<file path="config.mk">
export PLATFORM = sky130hd
export DESIGN_NAME = gtidc_top
export DESIGN_NICKNAME = d
export VERILOG_FILES = /design/src/design/gtidc_pkg.sv /design/src/design/gtidc_edge_det.sv /design/src/design/gtidc_prescaler.sv /design/src/design/gtidc_top.sv
export VERILOG_INCLUDE_DIRS = /design/src /design/src/design
export SDC_FILE = /design/constraint.sdc
export NUM_CORES = 1
export LEC_CHECK = 0
export ABC_AREA = 1
export BUFFER_PORTS_ARGS = -buffer_cell sky130_fd_sc_hd__buf_4
export CAP_MARGIN = 30
export CORE_MARGIN = 2
export CORE_UTILIZATION = 54
export CTS_CLUSTER_DIAMETER = 120
export DETAILED_ROUTE_END_ITERATION = 6
export GPL_TIMING_DRIVEN = 0
export PLACE_DENSITY = 0.74
export SETUP_SLACK_MARGIN = 0.2
export SYNTH_ARGS = -nofsm -noshare
export SYNTH_HDL_FRONTEND = slang
export SYNTH_HIERARCHICAL = 1
export SYNTH_SLANG_ARGS = --single-unit
export TNS_END_PERCENT = 5
</file>
<file path="constraint.sdc">
create_clock -name core_clk -period 2.5 [get_ports core_clk]
set_input_delay 0.25 -clock core_clk [delete_from_list [all_inputs] [get_ports core_clk]]
set_output_delay 0.25 -clock core_clk [all_outputs]
set_load 0.02 [all_outputs]
</file>
<file path="src/design/gtidc_params.svh">
// Purpose: Constants of the timer input and direction control block.
// Assumes: 16-bit registers on a plain word-addressed port.
// Notes: Included by the package and by every design module.
`ifndef GTIDC_PARAMS_SVH
`define GTIDC_PARAMS_SVH

`define GTIDC_ADDR_W 4
`define GTIDC_DATA_W 16
`define GTIDC_NTIM 3
`define GTIDC_NPINS 6
`define GTIDC_PS_W 12
`define GTIDC_IRQ_W 4

`define GTIDC_OFF_CORE_CTRL 4'h0
`define GTIDC_OFF_AUX_A_CTRL 4'h1
`define GTIDC_OFF_AUX_B_CTRL 4'h2
`define GTIDC_OFF_CORE_CNT 4'h3
`define GTIDC_OFF_AUX_A_CNT 4'h4
`define GTIDC_OFF_AUX_B_CNT 4'h5
`define GTIDC_OFF_IRQ_STAT 4'h6
`define GTIDC_OFF_IRQ_EN 4'h7
`define GTIDC_OFF_IRQ_CLR 4'h8

`define GTIDC_CTRL_RST 16'h0000
`define GTIDC_CNT_RST 16'h0000
`define GTIDC_CNT_MAX 16'hffff
`define GTIDC_CNT_MIN 16'h0000
`define GTIDC_IRQ_RST 4'h0
`define GTIDC_PS_RST 12'h000

`define GTIDC_INSEL_HI 2
`define GTIDC_INSEL_LO 0
`define GTIDC_MODE_HI 5
`define GTIDC_MODE_LO 3
`define GTIDC_RUN_BIT 6
`define GTIDC_SWDIR_BIT 7
`define GTIDC_EXTDIR_EN_BIT 8
`define GTIDC_REMOTE_BIT 9
`define GTIDC_CPS_HI 10
`define GTIDC_CPS_LO 9
`define GTIDC_CLR_AUX_A_BIT 10
`define GTIDC_CLR_CORE_BIT 11
`define GTIDC_IRQ_DIS_BIT 12
`define GTIDC_EDGE_FLAG_BIT 13
`define GTIDC_DIRCHG_FLAG_BIT 14
`define GTIDC_RDIR_BIT 15

`define GTIDC_CPS_DIV4 2'h1
`define GTIDC_CPS_DIV8 2'h0
`define GTIDC_CPS_DIV16 2'h3
`define GTIDC_CPS_DIV32 2'h2
`define GTIDC_EXP_DIV4 4'h2
`define GTIDC_EXP_DIV8 4'h3
`define GTIDC_EXP_DIV16 4'h4
`define GTIDC_EXP_DIV32 4'h5

`define GTIDC_EDGE_NONE 2'h0
`define GTIDC_EDGE_RISE 2'h1
`define GTIDC_EDGE_FALL 2'h2
`define GTIDC_EDGE_ANY 2'h3

`define GTIDC_IRQ_CORE_OVF 0
`define GTIDC_IRQ_AUX_A_OVF 1
`define GTIDC_IRQ_AUX_B_OVF 2
`define GTIDC_IRQ_AUX_B_INCR 3

`endif

</file>
<file path="src/design/gtidc_pkg.sv">
// Purpose: Types shared by the timer input and direction control modules.
// Assumes: Constants come from gtidc_params.svh.
// Notes: Each module keeps all its state in one packed struct.
`include "gtidc_params.svh"
`default_nettype none
package gtidc_pkg;
    typedef enum logic [2:0] {
        GTIDC_M_TIMER = 3'h0,
        GTIDC_M_COUNTER = 3'h1,
        GTIDC_M_GATED_LO = 3'h2,
        GTIDC_M_GATED_HI = 3'h3,
        GTIDC_M_RELOAD = 3'h4,
        GTIDC_M_CAPTURE = 3'h5,
        GTIDC_M_INCR_ROT = 3'h6,
        GTIDC_M_INCR_EDGE = 3'h7
    } gtidc_mode_t;

    typedef struct packed {
        logic [`GTIDC_NTIM-1:0][`GTIDC_DATA_W-1:0] ctrl;
        logic [`GTIDC_NTIM-1:0][`GTIDC_DATA_W-1:0] cnt;
        logic otl;
        logic otl_shadow;
        logic dir_b_prev;
        logic [`GTIDC_IRQ_W-1:0] irq_stat;
        logic [`GTIDC_IRQ_W-1:0] irq_en;
        logic [`GTIDC_DATA_W-1:0] rdata;
    } gtidc_state_t;

    typedef struct packed {
        logic [`GTIDC_NPINS-1:0] prev;
    } gtidc_edge_state_t;

    typedef struct packed {
        logic [`GTIDC_PS_W-1:0] cnt;
    } gtidc_ps_state_t;
endpackage : gtidc_pkg
`default_nettype wire

</file>
<file path="src/design/gtidc_edge_det.sv">
// Purpose: Rising and falling edge detection on the timer input pins.
// Assumes: Pins are already synchronous to core_clk.
// Notes: One register of previous samples; edges are one-cycle pulses.
`include "gtidc_params.svh"
`default_nettype none
module gtidc_edge_det (
    // Clock and reset
    input wire logic core_clk,
    input wire logic resetn,
    // Pins and edges
    input wire logic [`GTIDC_NPINS-1:0] pins,
    output logic [`GTIDC_NPINS-1:0] rise,
    output logic [`GTIDC_NPINS-1:0] fall
);
    gtidc_pkg::gtidc_edge_state_t st_r;
    gtidc_pkg::gtidc_edge_state_t st_nxt;

    always_comb begin
        st_nxt = st_r;
        st_nxt.prev = pins;
    end

    always_ff @(posedge core_clk or negedge resetn) begin
        if (!resetn) begin
            st_r <= '0;
        end else begin
            st_r <= st_nxt;
        end
    end

    for (genvar i = 0; i < `GTIDC_NPINS; i++) begin : g_pin
        assign rise[i] = pins[i] & ~st_r.prev[i];
        assign fall[i] = ~pins[i] & st_r.prev[i];
    end
endmodule : gtidc_edge_det
`default_nettype wire

</file>
<file path="src/design/gtidc_prescaler.sv">
// Purpose: Shared prescaler giving one count tick per timer.
// Assumes: Common select and per-timer input field as in the control registers.
// Notes: Divider is a power of two, so a tick is a run of ones in a free counter.
`include "gtidc_params.svh"
`default_nettype none
module gtidc_prescaler (
    // Clock and reset
    input wire logic core_clk,
    input wire logic resetn,
    // Divider selection
    input wire logic [1:0] common_prescale_sel,
    input wire logic [`GTIDC_NTIM-1:0][2:0] input_select_field,
    // Ticks
    output logic [`GTIDC_NTIM-1:0] tick
);
    gtidc_pkg::gtidc_ps_state_t st_r;
    gtidc_pkg::gtidc_ps_state_t st_nxt;
    logic [3:0] base_exp;

    always_comb begin
        st_nxt = st_r;
        st_nxt.cnt = st_r.cnt + `GTIDC_PS_W'(1);
        case (common_prescale_sel)
            `GTIDC_CPS_DIV4: base_exp = `GTIDC_EXP_DIV4;
            `GTIDC_CPS_DIV8: base_exp = `GTIDC_EXP_DIV8;
            `GTIDC_CPS_DIV16: base_exp = `GTIDC_EXP_DIV16;
            default: base_exp = `GTIDC_EXP_DIV32;
        endcase
    end

    always_ff @(posedge core_clk or negedge resetn) begin
        if (!resetn) begin
            st_r <= '0;
        end else begin
            st_r <= st_nxt;
        end
    end

    for (genvar k = 0; k < `GTIDC_NTIM; k++) begin : g_tick
        logic [3:0] expo;
        logic [`GTIDC_PS_W-1:0] mask;
        // Exponent tops out at 12, the counter width, so divide by 4096 fits
        assign expo = base_exp + {1'b0, input_select_field[k]};
        assign mask = ~({`GTIDC_PS_W{1'b1}} << expo);
        assign tick[k] = (st_r.cnt & mask) == mask;
    end
endmodule : gtidc_prescaler
`default_nettype wire

</file>
<file path="src/design/gtidc_top.sv">
// Purpose: Core and two auxiliary 16-bit timers with input edge, direction and link logic.
// Assumes: Pins synchronous to core_clk; registers word-addressed on a plain port.
// Notes: Capture/reload storage lives outside; aux_a_trig/aux_b_trig announce its events.
//
// Local design decisions: the register addresses and the plain strobed port.
`include "gtidc_params.svh"
`default_nettype none
module gtidc_top (
    // Clock and reset
    input wire logic core_clk,
    input wire logic resetn,
    // Register port
    input wire logic [`GTIDC_ADDR_W-1:0] reg_addr,
    input wire logic [`GTIDC_DATA_W-1:0] reg_wdata,
    input wire logic reg_wr,
    input wire logic reg_rd,
    output logic [`GTIDC_DATA_W-1:0] reg_rdata,
    // Timer pins
    input wire logic core_count_pin,
    input wire logic core_direction_pin,
    input wire logic aux_a_count_pin,
    input wire logic aux_a_direction_pin,
    input wire logic aux_b_count_pin,
    input wire logic aux_b_direction_pin,
    // Events out
    output logic core_toggle_latch,
    output logic aux_a_trig,
    output logic aux_b_trig,
    output logic irq
);
    gtidc_pkg::gtidc_state_t st_r;
    gtidc_pkg::gtidc_state_t st_nxt;

    logic [`GTIDC_NPINS-1:0] pins;
    logic [`GTIDC_NPINS-1:0] rise;
    logic [`GTIDC_NPINS-1:0] fall;
    logic [`GTIDC_NTIM-1:0] tick;
    logic [`GTIDC_NTIM-1:0][2:0] insel;
    logic [`GTIDC_NTIM-1:0] dir;
    logic [`GTIDC_NTIM-1:0] cnt_evt;
    logic [`GTIDC_NTIM-1:0] trig;
    logic [`GTIDC_NTIM-1:0] ovf;
    logic [`GTIDC_NTIM-1:0] clr;
    logic [`GTIDC_NTIM-1:0] wr_cnt;
    logic otl_rise;
    logic otl_fall;
    logic edge_hit_b;
    logic dirchg_b;
    logic incr_req;
    logic wr_ctrl_b;

    assign pins = {aux_b_direction_pin, aux_b_count_pin, aux_a_direction_pin,
                   aux_a_count_pin, core_direction_pin, core_count_pin};

    gtidc_edge_det u_edge (
        .core_clk(core_clk),
        .resetn(resetn),
        .pins(pins),
        .rise(rise),
        .fall(fall)
    );

    gtidc_prescaler u_ps (
        .core_clk(core_clk),
        .resetn(resetn),
        .common_prescale_sel(st_r.ctrl[0][`GTIDC_CPS_HI:`GTIDC_CPS_LO]),
        .input_select_field(insel),
        .tick(tick)
    );

    function automatic logic edge_pick(input logic [1:0] sel, input logic r, input logic f);
        case (sel)
            `GTIDC_EDGE_RISE: edge_pick = r;
            `GTIDC_EDGE_FALL: edge_pick = f;
            `GTIDC_EDGE_ANY: edge_pick = r | f;
            default: edge_pick = 1'b0;
        endcase
    endfunction : edge_pick

    // Shadow trails the toggle latch by one cycle; a difference is a latch edge
    assign otl_rise = st_r.otl & ~st_r.otl_shadow;
    assign otl_fall = ~st_r.otl & st_r.otl_shadow;

    for (genvar k = 0; k < `GTIDC_NTIM; k++) begin : g_tim
        gtidc_pkg::gtidc_mode_t mode;
        logic [`GTIDC_DATA_W-1:0] c;
        logic run;
        logic own_edge;
        logic link_edge;
        logic incr_edge;
        logic gate;
        logic evt;
        assign c = st_r.ctrl[k];
        assign mode = gtidc_pkg::gtidc_mode_t'(c[`GTIDC_MODE_HI:`GTIDC_MODE_LO]);
        assign insel[k] = c[`GTIDC_INSEL_HI:`GTIDC_INSEL_LO];
        if (k == 0) begin : g_core_run
            assign run = c[`GTIDC_RUN_BIT];
        end else begin : g_aux_run
            assign run = c[`GTIDC_REMOTE_BIT] ? st_r.ctrl[0][`GTIDC_RUN_BIT] : c[`GTIDC_RUN_BIT];
        end
        // Pin is ignored unless external direction is enabled
        assign dir[k] = c[`GTIDC_EXTDIR_EN_BIT] ? (pins[2*k+1] ^ c[`GTIDC_SWDIR_BIT])
                                                 : c[`GTIDC_SWDIR_BIT];
        assign own_edge = ~insel[k][2] & edge_pick(insel[k][1:0], rise[2*k], fall[2*k]);
        assign link_edge = insel[k][2] & edge_pick(insel[k][1:0], otl_rise, otl_fall);
        assign incr_edge = ~insel[k][2] &
                           ((insel[k][0] & (rise[2*k] | fall[2*k])) |
                            (insel[k][1] & (rise[2*k+1] | fall[2*k+1])));
        assign gate = (mode == gtidc_pkg::GTIDC_M_GATED_LO) ? ~pins[2*k] : pins[2*k];
        always_comb begin
            evt = 1'b0;
            trig[k] = 1'b0;
            case (mode)
                gtidc_pkg::GTIDC_M_TIMER: evt = tick[k];
                gtidc_pkg::GTIDC_M_GATED_LO,
                gtidc_pkg::GTIDC_M_GATED_HI: evt = tick[k] & gate;
                gtidc_pkg::GTIDC_M_COUNTER: evt = (k == 0) ? own_edge : (own_edge | link_edge);
                gtidc_pkg::GTIDC_M_RELOAD: trig[k] = (k != 0) & (own_edge | link_edge);
                gtidc_pkg::GTIDC_M_CAPTURE: trig[k] = (k != 0) & own_edge;
                gtidc_pkg::GTIDC_M_INCR_ROT,
                gtidc_pkg::GTIDC_M_INCR_EDGE: evt = incr_edge;
                default: evt = 1'b0;
            endcase
        end
        assign cnt_evt[k] = run & evt;
        assign ovf[k] = cnt_evt[k] & (dir[k] ? (st_r.cnt[k] == `GTIDC_CNT_MIN)
                                             : (st_r.cnt[k] == `GTIDC_CNT_MAX));
        assign wr_cnt[k] = reg_wr & (reg_addr == (`GTIDC_OFF_CORE_CNT + `GTIDC_ADDR_W'(k)));
    end

    assign clr[0] = st_r.ctrl[2][`GTIDC_CLR_CORE_BIT] & fall[4];
    assign clr[1] = st_r.ctrl[2][`GTIDC_CLR_AUX_A_BIT] & fall[5];
    assign clr[2] = 1'b0;

    assign wr_ctrl_b = reg_wr & (reg_addr == `GTIDC_OFF_AUX_B_CTRL);
    // Counted pin edges and toggle latch edges count as seen edges; prescaler ticks do not
    assign edge_hit_b = cnt_evt[2] & (insel[2] != 3'h0) &
                        (st_r.ctrl[2][`GTIDC_MODE_HI:`GTIDC_MODE_LO] != gtidc_pkg::GTIDC_M_TIMER) &
                        (st_r.ctrl[2][`GTIDC_MODE_HI:`GTIDC_MODE_LO] != gtidc_pkg::GTIDC_M_GATED_LO) &
                        (st_r.ctrl[2][`GTIDC_MODE_HI:`GTIDC_MODE_LO] != gtidc_pkg::GTIDC_M_GATED_HI);
    assign dirchg_b = dir[2] != st_r.dir_b_prev;
    assign incr_req = st_r.ctrl[2][`GTIDC_MODE_HI] & st_r.ctrl[2][`GTIDC_MODE_HI-1] &
                      ~st_r.ctrl[2][`GTIDC_IRQ_DIS_BIT] & (edge_hit_b | dirchg_b);

    always_comb begin
        logic [`GTIDC_IRQ_W-1:0] set;
        set = '0;
        st_nxt = st_r;
        for (int k = 0; k < `GTIDC_NTIM; k++) begin
            // Software write beats a link clear, which beats a count step
            if (wr_cnt[k]) begin
                st_nxt.cnt[k] = reg_wdata;
            end else if (clr[k]) begin
                st_nxt.cnt[k] = `GTIDC_CNT_RST;
            end else if (cnt_evt[k]) begin
                st_nxt.cnt[k] = dir[k] ? st_r.cnt[k] - `GTIDC_DATA_W'(1) : st_r.cnt[k] + `GTIDC_DATA_W'(1);
            end
        end
        st_nxt.otl = st_r.otl ^ ovf[0];
        st_nxt.otl_shadow = st_r.otl;
        st_nxt.dir_b_prev = dir[2];
        if (edge_hit_b) begin
            st_nxt.ctrl[2][`GTIDC_EDGE_FLAG_BIT] = 1'b1;
        end
        if (dirchg_b) begin
            st_nxt.ctrl[2][`GTIDC_DIRCHG_FLAG_BIT] = 1'b1;
        end
        if (reg_wr) begin
            case (reg_addr)
                `GTIDC_OFF_CORE_CTRL: st_nxt.ctrl[0] = reg_wdata;
                `GTIDC_OFF_AUX_A_CTRL: st_nxt.ctrl[1] = reg_wdata;
                // Write lands after the hardware set, so it wins; rotation bit stays read-only
                `GTIDC_OFF_AUX_B_CTRL: st_nxt.ctrl[2] = {1'b0, reg_wdata[`GTIDC_RDIR_BIT-1:0]};
                `GTIDC_OFF_IRQ_EN: st_nxt.irq_en = reg_wdata[`GTIDC_IRQ_W-1:0];
                `GTIDC_OFF_IRQ_CLR: st_nxt.irq_stat = st_r.irq_stat & ~reg_wdata[`GTIDC_IRQ_W-1:0];
                default: ;
            endcase
        end
        set[`GTIDC_IRQ_CORE_OVF] = ovf[0];
        set[`GTIDC_IRQ_AUX_A_OVF] = ovf[1];
        set[`GTIDC_IRQ_AUX_B_OVF] = ovf[2];
        set[`GTIDC_IRQ_AUX_B_INCR] = incr_req;
        // Status set is applied last so a same-cycle clear never loses an event
        st_nxt.irq_stat = st_nxt.irq_stat | set;
        st_nxt.rdata = '0;
        if (reg_rd) begin
            case (reg_addr)
                `GTIDC_OFF_CORE_CTRL: st_nxt.rdata = st_r.ctrl[0];
                `GTIDC_OFF_AUX_A_CTRL: st_nxt.rdata = st_r.ctrl[1];
                `GTIDC_OFF_AUX_B_CTRL: st_nxt.rdata = {dir[2], st_r.ctrl[2][`GTIDC_RDIR_BIT-1:0]};
                `GTIDC_OFF_CORE_CNT: st_nxt.rdata = st_r.cnt[0];
                `GTIDC_OFF_AUX_A_CNT: st_nxt.rdata = st_r.cnt[1];
                `GTIDC_OFF_AUX_B_CNT: st_nxt.rdata = st_r.cnt[2];
                `GTIDC_OFF_IRQ_STAT: st_nxt.rdata = {{(`GTIDC_DATA_W-`GTIDC_IRQ_W){1'b0}}, st_r.irq_stat};
                `GTIDC_OFF_IRQ_EN: st_nxt.rdata = {{(`GTIDC_DATA_W-`GTIDC_IRQ_W){1'b0}}, st_r.irq_en};
                default: st_nxt.rdata = '0;
            endcase
        end
    end

    always_ff @(posedge core_clk or negedge resetn) begin
        if (!resetn) begin
            st_r <= '0;
        end else begin
            st_r <= st_nxt;
        end
    end

    assign reg_rdata = st_r.rdata;
    assign core_toggle_latch = st_r.otl;
    assign aux_a_trig = trig[1];
    assign aux_b_trig = trig[2];
    assign irq = |(st_r.irq_stat & st_r.irq_en);
endmodule : gtidc_top
`default_nettype wire

</file>
==> results of run 1 <==
-- routing by layer --
layer | wire length, um | share of wire [%] | GRT usage (%) | vias up
li1 | - | - | - | 5399
met1 | 14700 | 43 | 45.6 | 5160
met2 | 15400 | 45 | 53.5 | 454
met3 | 2600 | 7.7 | 6.23 | 91
met4 | 1260 | 3.7 | 13.0 | 0
met5 | 0 | 0 | 0 | -
-- registers in the layout, indices dropped and copies added, names as in the netlist --
signal	count
u_edge/st_r	6
core_toggle_latch	1
g_tim.c	47
u_ps/st_r	12
reg_rdata	16
st_r	58
-- critical path: cells and delay by family, from the launching register on --
| kind | cells | cell delay [ps] |
|---|---|---|
| AND/OR/NAND/NOR | 12 | 1170 |
| adder cells (fa/ha/maj) | 2 | 720 |
| flip-flops | 1 | 410 |
| buffers and inverters | 4 | 350 |
| AO/OA/AOI/OAI | 1 | 80 |
-- timing repair --
action,in CTS,in global routing
gates resized for setup,49,17
pin swaps,10,10
hold buffers,7,0
buffers inserted,12,1
endpoints found under the hold margin,64,0
setup endpoints to repair,55,55
cloned,4,0
-- per-stage QoR --
step           instances  area, um2
2_1_floorplan       1624      10700
3_3_place_gp        1938      11400
3_5_place_dp        1939      11400
4_1_cts             1994      12400
5_1_grt             1995      12400
6_report            1995      12400
-- path summary, 6_finish.rpt --
check	slack [ps]	to
worst max-delay path	-320	st_r[31]
worst min-delay path	50	g_tim[2].c[1]
worst max register to register	-320	st_r[31]
worst min register to register	450	st_r[25]
max in group asynchronous	1340	g_tim[0].c[10]
min in group asynchronous	350	u_ps/st_r[6]
-- cell usage after synthesis (3+ instances only) --
master	n	area share, %
nand2_1	519	18
inv_1	262	9.2
dfrtp_1	140	33
nor2_1	123	4.3
nand3_1	115	5.4
o21ai_0	114	5.4
ha_1	54	6.3
a21oi_1	53	2.5
o22ai_1	38	2.2
nand4_1	27	1.6
nor3_1	25	1.2
buf_4	21	1.5
clkbuf_1	14	0.49
xor2_1	14	1.2
o21ai_1	12	0.56
nor4_1	10	0.59
inv_2	9	0.32
nand3b_1	9	0.63
nand2_2	8	0.47
a22o_1	7	0.58
buf_2	6	0.28
fa_1	6	1.1
xnor2_1	5	0.41
a31oi_1	4	0.23
buf_6	4	0.42
nand2_4	3	0.32
o31ai_1	3	0.21
-- logic make-up after synthesis --
kind of cell / share of synthesized area [%]
flip-flops: 32.9
XOR/XNOR: 1.56
adder cells (fa/ha/maj): 7.46
AO/OA/AOI/OAI: 12.4
AND/OR/NAND/NOR: 33.5
buffers and inverters: 12.2
-- power breakdown --
part	total, W	switching, W	internal [W]
Sequential	0.00362	0.000757	0.00286
Combinational	0.00712	0.00451	0.00261
Clock	0.00267	0.00108	0.00159
-- area by class of cell --
cell class                 count  area share [%]
tap                          265            2.67
clock inverter                15            1.51
inverter                     271            8.21
buffer                        45            2.46
multi-input combinational   1169            48.6
sequential                   140            28.2
clock buffer                  17            3.42
timing repair buffer          73            4.94
==> qor.csv, run 1 <==
stage;metric;value;unit
status;outcome;complete, but fails checks;
status;failing checks;negative setup slack;
yosys;synthesized flop and latch total;140;
yosys;ys async rst share;100;%
cells_and_area;area of the multi-input gates;6030;um2
routing;initial drt markers;1050;
cells_and_area;Finished Core Util;64.0;%
timing;setup ws final;-321;ps
die;effective utilization at floorplan;55.0;%
die;die area;20900;um2
placed_design;# port buffers;49;
global_routing;Total Routing Usage GR;33.6;%
hold_path;min-delay src;reg_wdata[1];
routing;Pre-antenna DRT Iters;6;
worst_setup_path;R2R cell count;19;
placed_design;DPL Wire Length;25800;um
timing;Least-Margin Pin Slew;709;ps
yosys;Mean Syn Cell Area;6.56;um2
timing;Slew Limit Fails;0;
cells_and_area;share of layout cells above drive strength 1;11.1;%
timing;post-layout min period;2820;ps
routing;Remaining DRCs;0;
cells_and_area;# diodes;0;
global_routing;residual overflow from global routing;0;
worst_setup_path;crit-path max FO;10;
routing;DR WL/cell;17.0;um
timing;max_slew headroom;52.6;%
cts;total CTS buffers;17;
cells_and_area;register area;3510;um2
yosys;top_reg_cell synth;dfrtp_1;
cells_and_area;commonest non-fill, non-tap cell in the layout;nand2_1;
worst_setup_path;Worst path slowest cell;fa_1;
timing;setup violators final;53;
worst_setup_path;critical-path cell list;inv_1, ha_2, inv_2, fa_1, inv_2, nor2_1, nand3_1, nor2_1, nor2_1, nor2_1, nand2_1, nor2_2, nand3_1, nand3_2, nand3_4, nand2_4, buf_6, nand2_1, o21ai_0;
hold_path;Worst Hold Depth;3;
worst_setup_path;crit path launch;g_tim[0].c[9];
worst_setup_path;CP Class;flop to flop;
routing;Routed Antenna Nets;0;
routing;total number of vias;11104;
timing;Tcrit/Tclk final;113;%
pwr;VDD IR max;0.000766;V
timing;setup TNS;-11710;ps
worst_setup_path;Startpoint Class;flop;
hold_path;Hold Path Class;input port to flop;
yosys;Syn Nets;1714;
placed_design;Setup WS pre-CTS;-566;ps
worst_setup_path;Crit path required time;2840;ps
cells_and_area;most frequent cells in the layout;511 x nand2_1, 256 x inv_1, 137 x dfrtp_1;
timing;Fmax;0.354;GHz
cts;clk sinks;140;
timing;Hold Slack;54.5;ps
routing;WL final;33900;um
cts;CTS tree;built;
die;Die Y;145;um
timing;Hold Vio Cnt, Final;0;
die;die width;145;um
routing;vias per std cell;5.57;
cells_and_area;Post-layout nets;1807;
die;core area;19400;um2
job;maxcap violations;0;
pwr;Final Total Pwr;0.0134;W
yosys;Seq/Total Area, Yosys;32.9;%
cells_and_area;Layout area overhead;16.5;%
die;IO Count;50;
timing;RSZ-0062 raised after global routing;true;
worst_setup_path;CP Capture Type;flop;
yosys;cell count after synthesis;1624;
worst_setup_path;Worst Path Arrival;3170;ps
yosys;Mapped Area;10700;um2
global_routing;global-route wire length before repair;53500;um
pwr;leak pwr;6.74;nW
cts;clock transition at the registers of the reported paths;60;ps
worst_setup_path;Most common cell on crit path;nor2_1;
global_routing;initial antenna violation count;0;
yosys;Post-synth EDFFs;0;
worst_setup_path;Max stage delay on crit path;540;ps
timing;Post-Route Skew;9.00;ps
global_routing;vias in the first global route;10181;
cts;root buffer cell;clkbuf_16;
cts;H-tree depth;4;
worst_setup_path;worst r2r src;g_tim[0].c[9];
cells_and_area;Fill cells;1883;
placed_design;GP Congestion;0.984;
cts;clock tree buffer depth;2;
yosys;Syn. warnings;6;
pwr;PwrDens;1080;nW/um2
global_routing;largest net degree at the start of global routing;83;
cts;clk_lat worst skew;430;ps
die;Rows;51;
yosys;Distinct cells, synth;43;
Note: power is estimated with default switching activity, not from simulation.
==> run 2: changes to the inputs <==
Settings changed: BUFFER_PORTS_ARGS -buffer_cell sky130_fd_sc_hd__buf_4 to -buffer_cell sky130_fd_sc_hd__buf_2, CORE_ASPECT_RATIO set to 0.75.
==> run 2 against run 1 <==
Net effect:
- the flow still finishes with violations (negative setup slack)
- via count is 0.16% lower
- utilization is 0.79 points lower
- setup slack better by 50 ps
- critical path type unchanged
- largest power group unchanged
- highest routed layer is now met5
==> qor.csv, run 2 (synthesis gave the netlist of run 1 again) <==
stage;metric;value;unit;change
status;outcome;complete, but fails checks;;
status;failing checks;negative setup slack;;
cts;total CTS buffers;17;;unchanged
worst_setup_path;Crit path required time;2820;ps;-20 ps
die;die width;166;um;+15%
timing;Hold Slack;24.8;ps;-29.7 ps
pwr;Net Switching;0.00626;W;-1.5%
die;IO Count;50;;unchanged
cts;clk_lat worst skew;430;ps;about the same
timing;Least-Margin Pin Slew;668;ps;-41.5 ps
timing;Post-Route Skew;8.47;ps;-0.530 ps
worst_setup_path;Worst Path Arrival;3090;ps;-80 ps
timing;Hold Vio Cnt, Final;0;;unchanged
routing;WL final;34100;um;+0.55%
global_routing;vias in the first global route;9885;;-2.9%
global_routing;Total Routing Usage GR;32.9;%;-0.70 points
routing;Routed Antenna Nets;0;;unchanged
cells_and_area;max FFs per register;58;;unchanged
die;effective utilization at floorplan;55.0;%;+0.057 points
placed_design;dpl cells;1927;;-0.62%
worst_setup_path;Reg-to-Reg End;st_r[41];;
die;core area;19400;um2;-0.10%
hold_path;Hold EP;u_edge/st_r[5];;
job;maxcap violations;0;;unchanged
hold_path;Worst Hold Depth;1;;-2
placed_design;GP Congestion;1.01;;+2.3%
worst_setup_path;Startpoint Class;flop;;
pwr;switching part of the total power;46.8;%;-0.53 points
cells_and_area;Post-layout nets;1807;;unchanged
global_routing;global-route wire length before repair;53800;um;+0.71%
timing;post-layout min period;2770;ps;-50.2 ps
global_routing;residual overflow from global routing;0;;unchanged
global_routing;initial antenna violation count;1;;+1
worst_setup_path;crit-path max FO;3;;-7
pwr;Flop pwr share;26.9;%;about the same
timing;setup violators final;54;;+1.9%
routing;total number of vias;11086;;-0.16%
routing;DR WL/cell;17.2;um;+1.2%
cells_and_area;share of layout cells above drive strength 1;10.8;%;-0.34 points
worst_setup_path;r2r setup slk;-270;ps;+50 ps
die;die area;20900;um2;about the same
pwr;Clock Power Share;20.3;%;+0.4 points
timing;max_slew headroom;55.0;%;+2.4 points
routing;vias per std cell;5.59;;+0.49%
timing;RSZ-0062 raised after global routing;true;;
cells_and_area;Reg with most FFs;st_r;;
timing;Slew Limit Fails;0;;unchanged
pwr;Power Internal;0.00710;W;+0.61%
timing;setup ws final;-271;ps;+50.2 ps
timing;Tcrit/Tclk final;111;%;-2.0 points
pwr;PwrDens;1090;nW/um2;+0.96%
worst_setup_path;CP Class;flop to flop;;
cells_and_area;commonest non-fill, non-tap cell in the layout;nand2_1;;
routing;Remaining DRCs;0;;unchanged
die;Die Y;126;um;-13%
worst_setup_path;worst r2r src;g_tim[0].c[9];;
cts;clk sinks;140;;unchanged
cells_and_area;Layout area overhead;15.0;%;
placed_design;placement-stage cell area;11300;um2;-1.2%
cts;CTS tree;built;;
cells_and_area;final instance area;12300;um2;-1.3%
cells_and_area;Finished Core Util;63.2;%;-0.79 points
cells_and_area;most frequent cells in the layout;511 x nand2_1, 255 x inv_1, 138 x dfrtp_1;;
placed_design;# port buffers;49;;unchanged
pwr;VDD IR max;0.000624;V;-19%
worst_setup_path;R2R cell count;18;;-1
placed_design;DPL Wire Length;26100;um;+0.90%
pwr;Comb power frac;52.8;%;-0.3 points
cts;H-tree depth;4;;unchanged
global_routing;largest net degree at the start of global routing;98;;+18%
die;Rows;44;;-14%
hold_path;Hold Path Class;input port to flop;;
worst_setup_path;CP Capture Type;flop;;
pwr;leak pwr;6.71;nW;-0.46%
cells_and_area;# diodes;0;;unchanged
routing;Pre-antenna DRT Iters;6;;unchanged
cts;clock transition at the registers of the reported paths;60;ps;about the same
hold_path;min-delay src;aux_b_direction_pin;;
cts;root buffer cell;clkbuf_16;;
cells_and_area;Finished Layout Cells;1982;;-0.65%
cts;clock tree buffer depth;2;;unchanged
routing;initial drt markers;1518;;+45%
timing;Fmax;0.361;GHz;+1.8%
-- run 2: what timing repair did --
| item | CTS | global route |
|---|---|---|
| setup buffers | 13 | 2 |
| pin swaps | 6 | 10 |
| endpoints found under the setup margin | 55 | 55 |
| endpoints found under the hold margin | 47 | 1 |
| hold buffers | 5 | 1 |
| gates cloned | 1 | 2 |
| gates resized for setup | 38 | 19 |
-- run 2: metal layers --
layer / share of wire, % / track usage [%] / up-vias
li1: - / - / 5401
met1: 45 / 49.0 / 5097
met2: 41 / 46.7 / 519
met3: 12 / 9.65 / 65
met4: 2.2 / 8.52 / 4
met5: 0.20 / 2.06 / -
-- run 2: how the worst max path moves through the flow --
stage	from	to	slack (ps)
detailed placement	g_tim[0].c[0]	st_r[39]	-610
global route	g_tim[0].c[9]	st_r[50]	-470
global placement	resetn	u_ps/st_r[9]	-910
finish	g_tim[0].c[9]	st_r[41]	-270
floorplan	g_tim[0].c[9]	st_r[57]	10
CTS	g_tim[0].c[9]	st_r[41]	-260
-- run 2: per-stage QoR --
stage          setup TNS [ps]  worst slack, ps  total power, W
2_1_floorplan               0             15.0         0.00850
3_3_place_gp          -150080             -908          0.0101
3_5_place_dp           -24870             -614          0.0103
4_1_cts                -11150             -262          0.0131
5_1_grt                -21950             -475          0.0145
6_report               -11520             -271          0.0134
-- run 2: area by class of cell --
cell class	count	area (um2)
well taps	253	317
flip-flops and latches	140	3510
clock buffers	22	484
multi-input cells	1169	6000
repair buffers	73	490
clock inverters	9	134
inverters	271	1020
fillers	1810	7120
plain buffers	45	309
-- run 2: critical path, cell delays in order (launching register included) --
cell and delay (ps):
dfrtp_1 410, inv_1 70, ha_2 180, inv_2 40, fa_1 530, inv_2 60
nor2_1 80, nand3_1 100, nor2_1 110, nor2_1 50, nor2_1 100, nand2_1 50
nor2_1 100, nand3_1 110, nand3_2 90, nand3_4 150, buf_4 190, a21oi_1 130
a21oi_1 90
-- run 2: power by group through the flow --
stage / clock [W] / combinational [W] / sequential (W)
after floorplan: 0 / 0.00518 / 0.00332
after global placement: 0 / 0.00655 / 0.00357
after detailed placement: 0 / 0.00668 / 0.00359
after CTS: 0.00271 / 0.00687 / 0.00356
after global routing: 0.00281 / 0.00806 / 0.00366
final: 0.00271 / 0.00706 / 0.00359
==> run 3: changes to the inputs <==
Settings changed: CORE_UTILIZATION 54 to 57, PLACE_DENSITY 0.74 to 0.78.
==> run 3 against run 2 <==
Net effect:
- the flow finishes with violations (design-rule violations, negative setup slack)
- power is 1.4% higher
- clock skew is 3.2 ps higher
- count of clock-buffer cells in the layout is 2 lower
- first-iteration DRC count is 5.1% lower
- die area is 5.1% lower
- global-route usage is 2.3 points higher
- setup slack worse by 63 ps
- flip-flop and latch count stayed put
- sequential share of layout area is 0.14 points lower
- via count is 1.8% higher
==> qor.csv, run 3 (synthesis gave the netlist of run 1 again) <==
stage;metric;value;unit;change
global_routing;residual overflow from global routing;0;;unchanged
cts;clk_lat worst skew;430;ps;about the same
timing;Post-Route Skew;11.6;ps;+3.16 ps
placed_design;DPL Wire Length;25400;um;-2.7%
cts;clock tree buffer depth;2;;unchanged
die;effective utilization at floorplan;57.9;%;+2.9 points
routing;WL final;34100;um;+0.13%
pwr;PwrDens;1100;nW/um2;+0.92%
cells_and_area;final instance area;12300;um2;+0.50%
worst_setup_path;worst r2r src;g_tim[0].c[9];;
cells_and_area;Layout area overhead;15.5;%;
placed_design;Setup WS pre-CTS;-556;ps;+58.5 ps
global_routing;global-route wire length before repair;54200;um;+0.68%
global_routing;initial antenna violation count;0;;-1
die;Rows;43;;-2.3%
routing;Pre-antenna DRT Iters;7;;+1
placed_design;dpl cells;1921;;-0.31%
worst_setup_path;Reg-to-Reg End;st_r[42];;
cells_and_area;most frequent cells in the layout;507 x nand2_1, 251 x inv_1, 138 x dfrtp_1;;
cells_and_area;Fill cells;1623;;-10%
cts;H-tree depth;4;;unchanged
cts;root buffer cell;clkbuf_16;;
cells_and_area;Finished Layout Cells;1975;;-0.35%
timing;Tcrit/Tclk final;113;%;+2.5 points
timing;setup ws final;-334;ps;-63.3 ps
worst_setup_path;crit-path max FO;3;;unchanged
timing;max_slew headroom;55.8;%;+0.79 points
placed_design;placement-stage cell area;11300;um2;about the same
cells_and_area;register area;3510;um2;unchanged
placed_design;GP Congestion;1.05;;+4.5%
cts;clk sinks;140;;unchanged
routing;total number of vias;11289;;+1.8%
cells_and_area;Post-layout nets;1806;;-0.055%
worst_setup_path;Crit path required time;2820;ps;about the same
timing;post-layout min period;2830;ps;+63.3 ps
global_routing;vias in the first global route;10377;;+5.0%
job;maxcap violations;0;;unchanged
cts;clock transition at the registers of the reported paths;60;ps;about the same
timing;Hold Vio Cnt, Final;0;;unchanged
status;failing checks;design-rule violations, negative setup slack;;
cells_and_area;commonest non-fill, non-tap cell in the layout;nand2_1;;
die;die width;162;um;-2.6%
timing;Fmax;0.353;GHz;-2.2%
routing;DR WL/cell;17.3;um;+0.48%
timing;setup TNS;-12950;ps;-1420 ps
timing;RSZ-0062 raised after global routing;true;;
die;core area;18400;um2;-5.0%
cts;total CTS buffers;17;;unchanged
status;outcome;complete, but fails checks;;
worst_setup_path;Worst Path Arrival;3150;ps;+60 ps
hold_path;Hold Path Class;input port to flop;;
routing;Routed Antenna Nets;0;;unchanged
worst_setup_path;CP Capture Type;flop;;
routing;vias per std cell;5.72;;+2.2%
cells_and_area;# diodes;0;;unchanged
routing;Remaining DRCs;5;;+5
timing;Slew Limit Fails;0;;unchanged
cells_and_area;max FFs per register;58;;unchanged
cells_and_area;Reg with most FFs;st_r;;
worst_setup_path;r2r setup slk;-330;ps;-60 ps
worst_setup_path;crit path launch;g_tim[0].c[9];;
global_routing;largest net degree at the start of global routing;86;;-12%
die;die area;19800;um2;-5.1%
global_routing;Total Routing Usage GR;35.2;%;+2.3 points
worst_setup_path;crit path capture;st_r[42];;
cts;CTS tree;built;;
placed_design;# port buffers;49;;unchanged
pwr;leak pwr;6.71;nW;about the same
die;Die Y;122;um;-2.6%
die;IO Count;50;;unchanged
worst_setup_path;CP Class;flop to flop;;
timing;setup violators final;54;;unchanged
worst_setup_path;R2R cell count;18;;unchanged
timing;Least-Margin Pin Slew;656;ps;-11.7 ps
cells_and_area;area of the multi-input gates;6100;um2;+1.8%
cells_and_area;share of layout cells above drive strength 1;12.4;%;+1.6 points
worst_setup_path;Startpoint Class;flop;;
routing;initial drt markers;1440;;-5.1%
pwr;VDD IR max;0.000638;V;+2.3%
## run 3: changes by cell type in the layout (fill, tap and decap cells not counted), moves of 4 or more
cell     change
nand2_2      +4
buf_6        +9
nand3_2      +5
buf_4        -4
inv_1        -4
inv_2        +4
o21ai_2      +5
o21ai_0      -8
nand3_1      -5
nand2_1      -4
## run 3: where the power goes
| group | switching, W | internal [W] | leakage, nW |
|---|---|---|---|
| sequential | 0.000767 | 0.00286 | 1.75 |
| clock | 0.00102 | 0.00161 | 0.284 |
| combinational | 0.00466 | 0.00264 | 4.68 |
## run 3: layout make-up
cell class | count | area share (%)
buffer | 45 | 2.42
clock buffer | 20 | 3.71
clock inverter | 11 | 1.17
inverter | 271 | 8.26
multi-input combinational | 1169 | 49.6
sequential | 140 | 28.5
tap | 247 | 2.51
timing repair buffer | 72 | 3.92
## run 3: metal layers
metal	global-route usage [%]	vias to the layer above	wire length, um
li1	-	5401	-
met1	49.9	5131	14600
met2	50.5	650	13900
met3	10.3	107	4380
met4	14.3	0	1180
met5	0	-	0
## run 3: per-stage QoR
| step | hold WS (ps) | utilization, % | total power (W) |
|---|---|---|---|
| floorplan | -45.6 | - | 0.00850 |
| global placement | 416 | 61.0 | 0.0101 |
| detailed placement | 269 | 61.2 | 0.0103 |
| CTS | 2.86 | 66.2 | 0.0132 |
| global route | 1.50 | 66.9 | 0.0146 |
| finish | 9.42 | 66.9 | 0.0135 |
## run 3: worst min-delay path by stage
stage	from	end	slack, ps	cells after the start
final	aux_b_direction_pin	u_edge/st_r[5]	9	1
after global routing	aux_b_direction_pin	u_edge/st_r[5]	2	1
after CTS	aux_b_direction_pin	u_edge/st_r[5]	3	1
after detailed placement	resetn	st_r[55]	270	1
after global placement	aux_a_count_pin	u_edge/st_r[2]	420	1
after floorplan	resetn	core_toggle_latch	-50	0
## run 3: worst max-delay path: stages, from the launching register on
cell and delay (ps):
dfrtp_1 420, inv_1 80, ha_2 190, inv_2 40
fa_2 550, inv_2 50, nor2_1 90, nand3_1 100
nor2_1 100, nor2_1 50, nor2_1 100, nand2_1 80
nor2_2 110, nand3_1 110, nand3_2 90, nand3_4 120
buf_4 190, a21oi_1 170, a21oi_1 90
## run 3: timing repair
action / CTS / global route
gates resized for setup: 58 / 43
setup endpoints to repair: 55 / 55
pin swaps: 14 / 16
hold buffers: 4 / 0
cloned: 5 / 0
buffers inserted: 12 / 2
hold endpoints to repair: 58 / 0
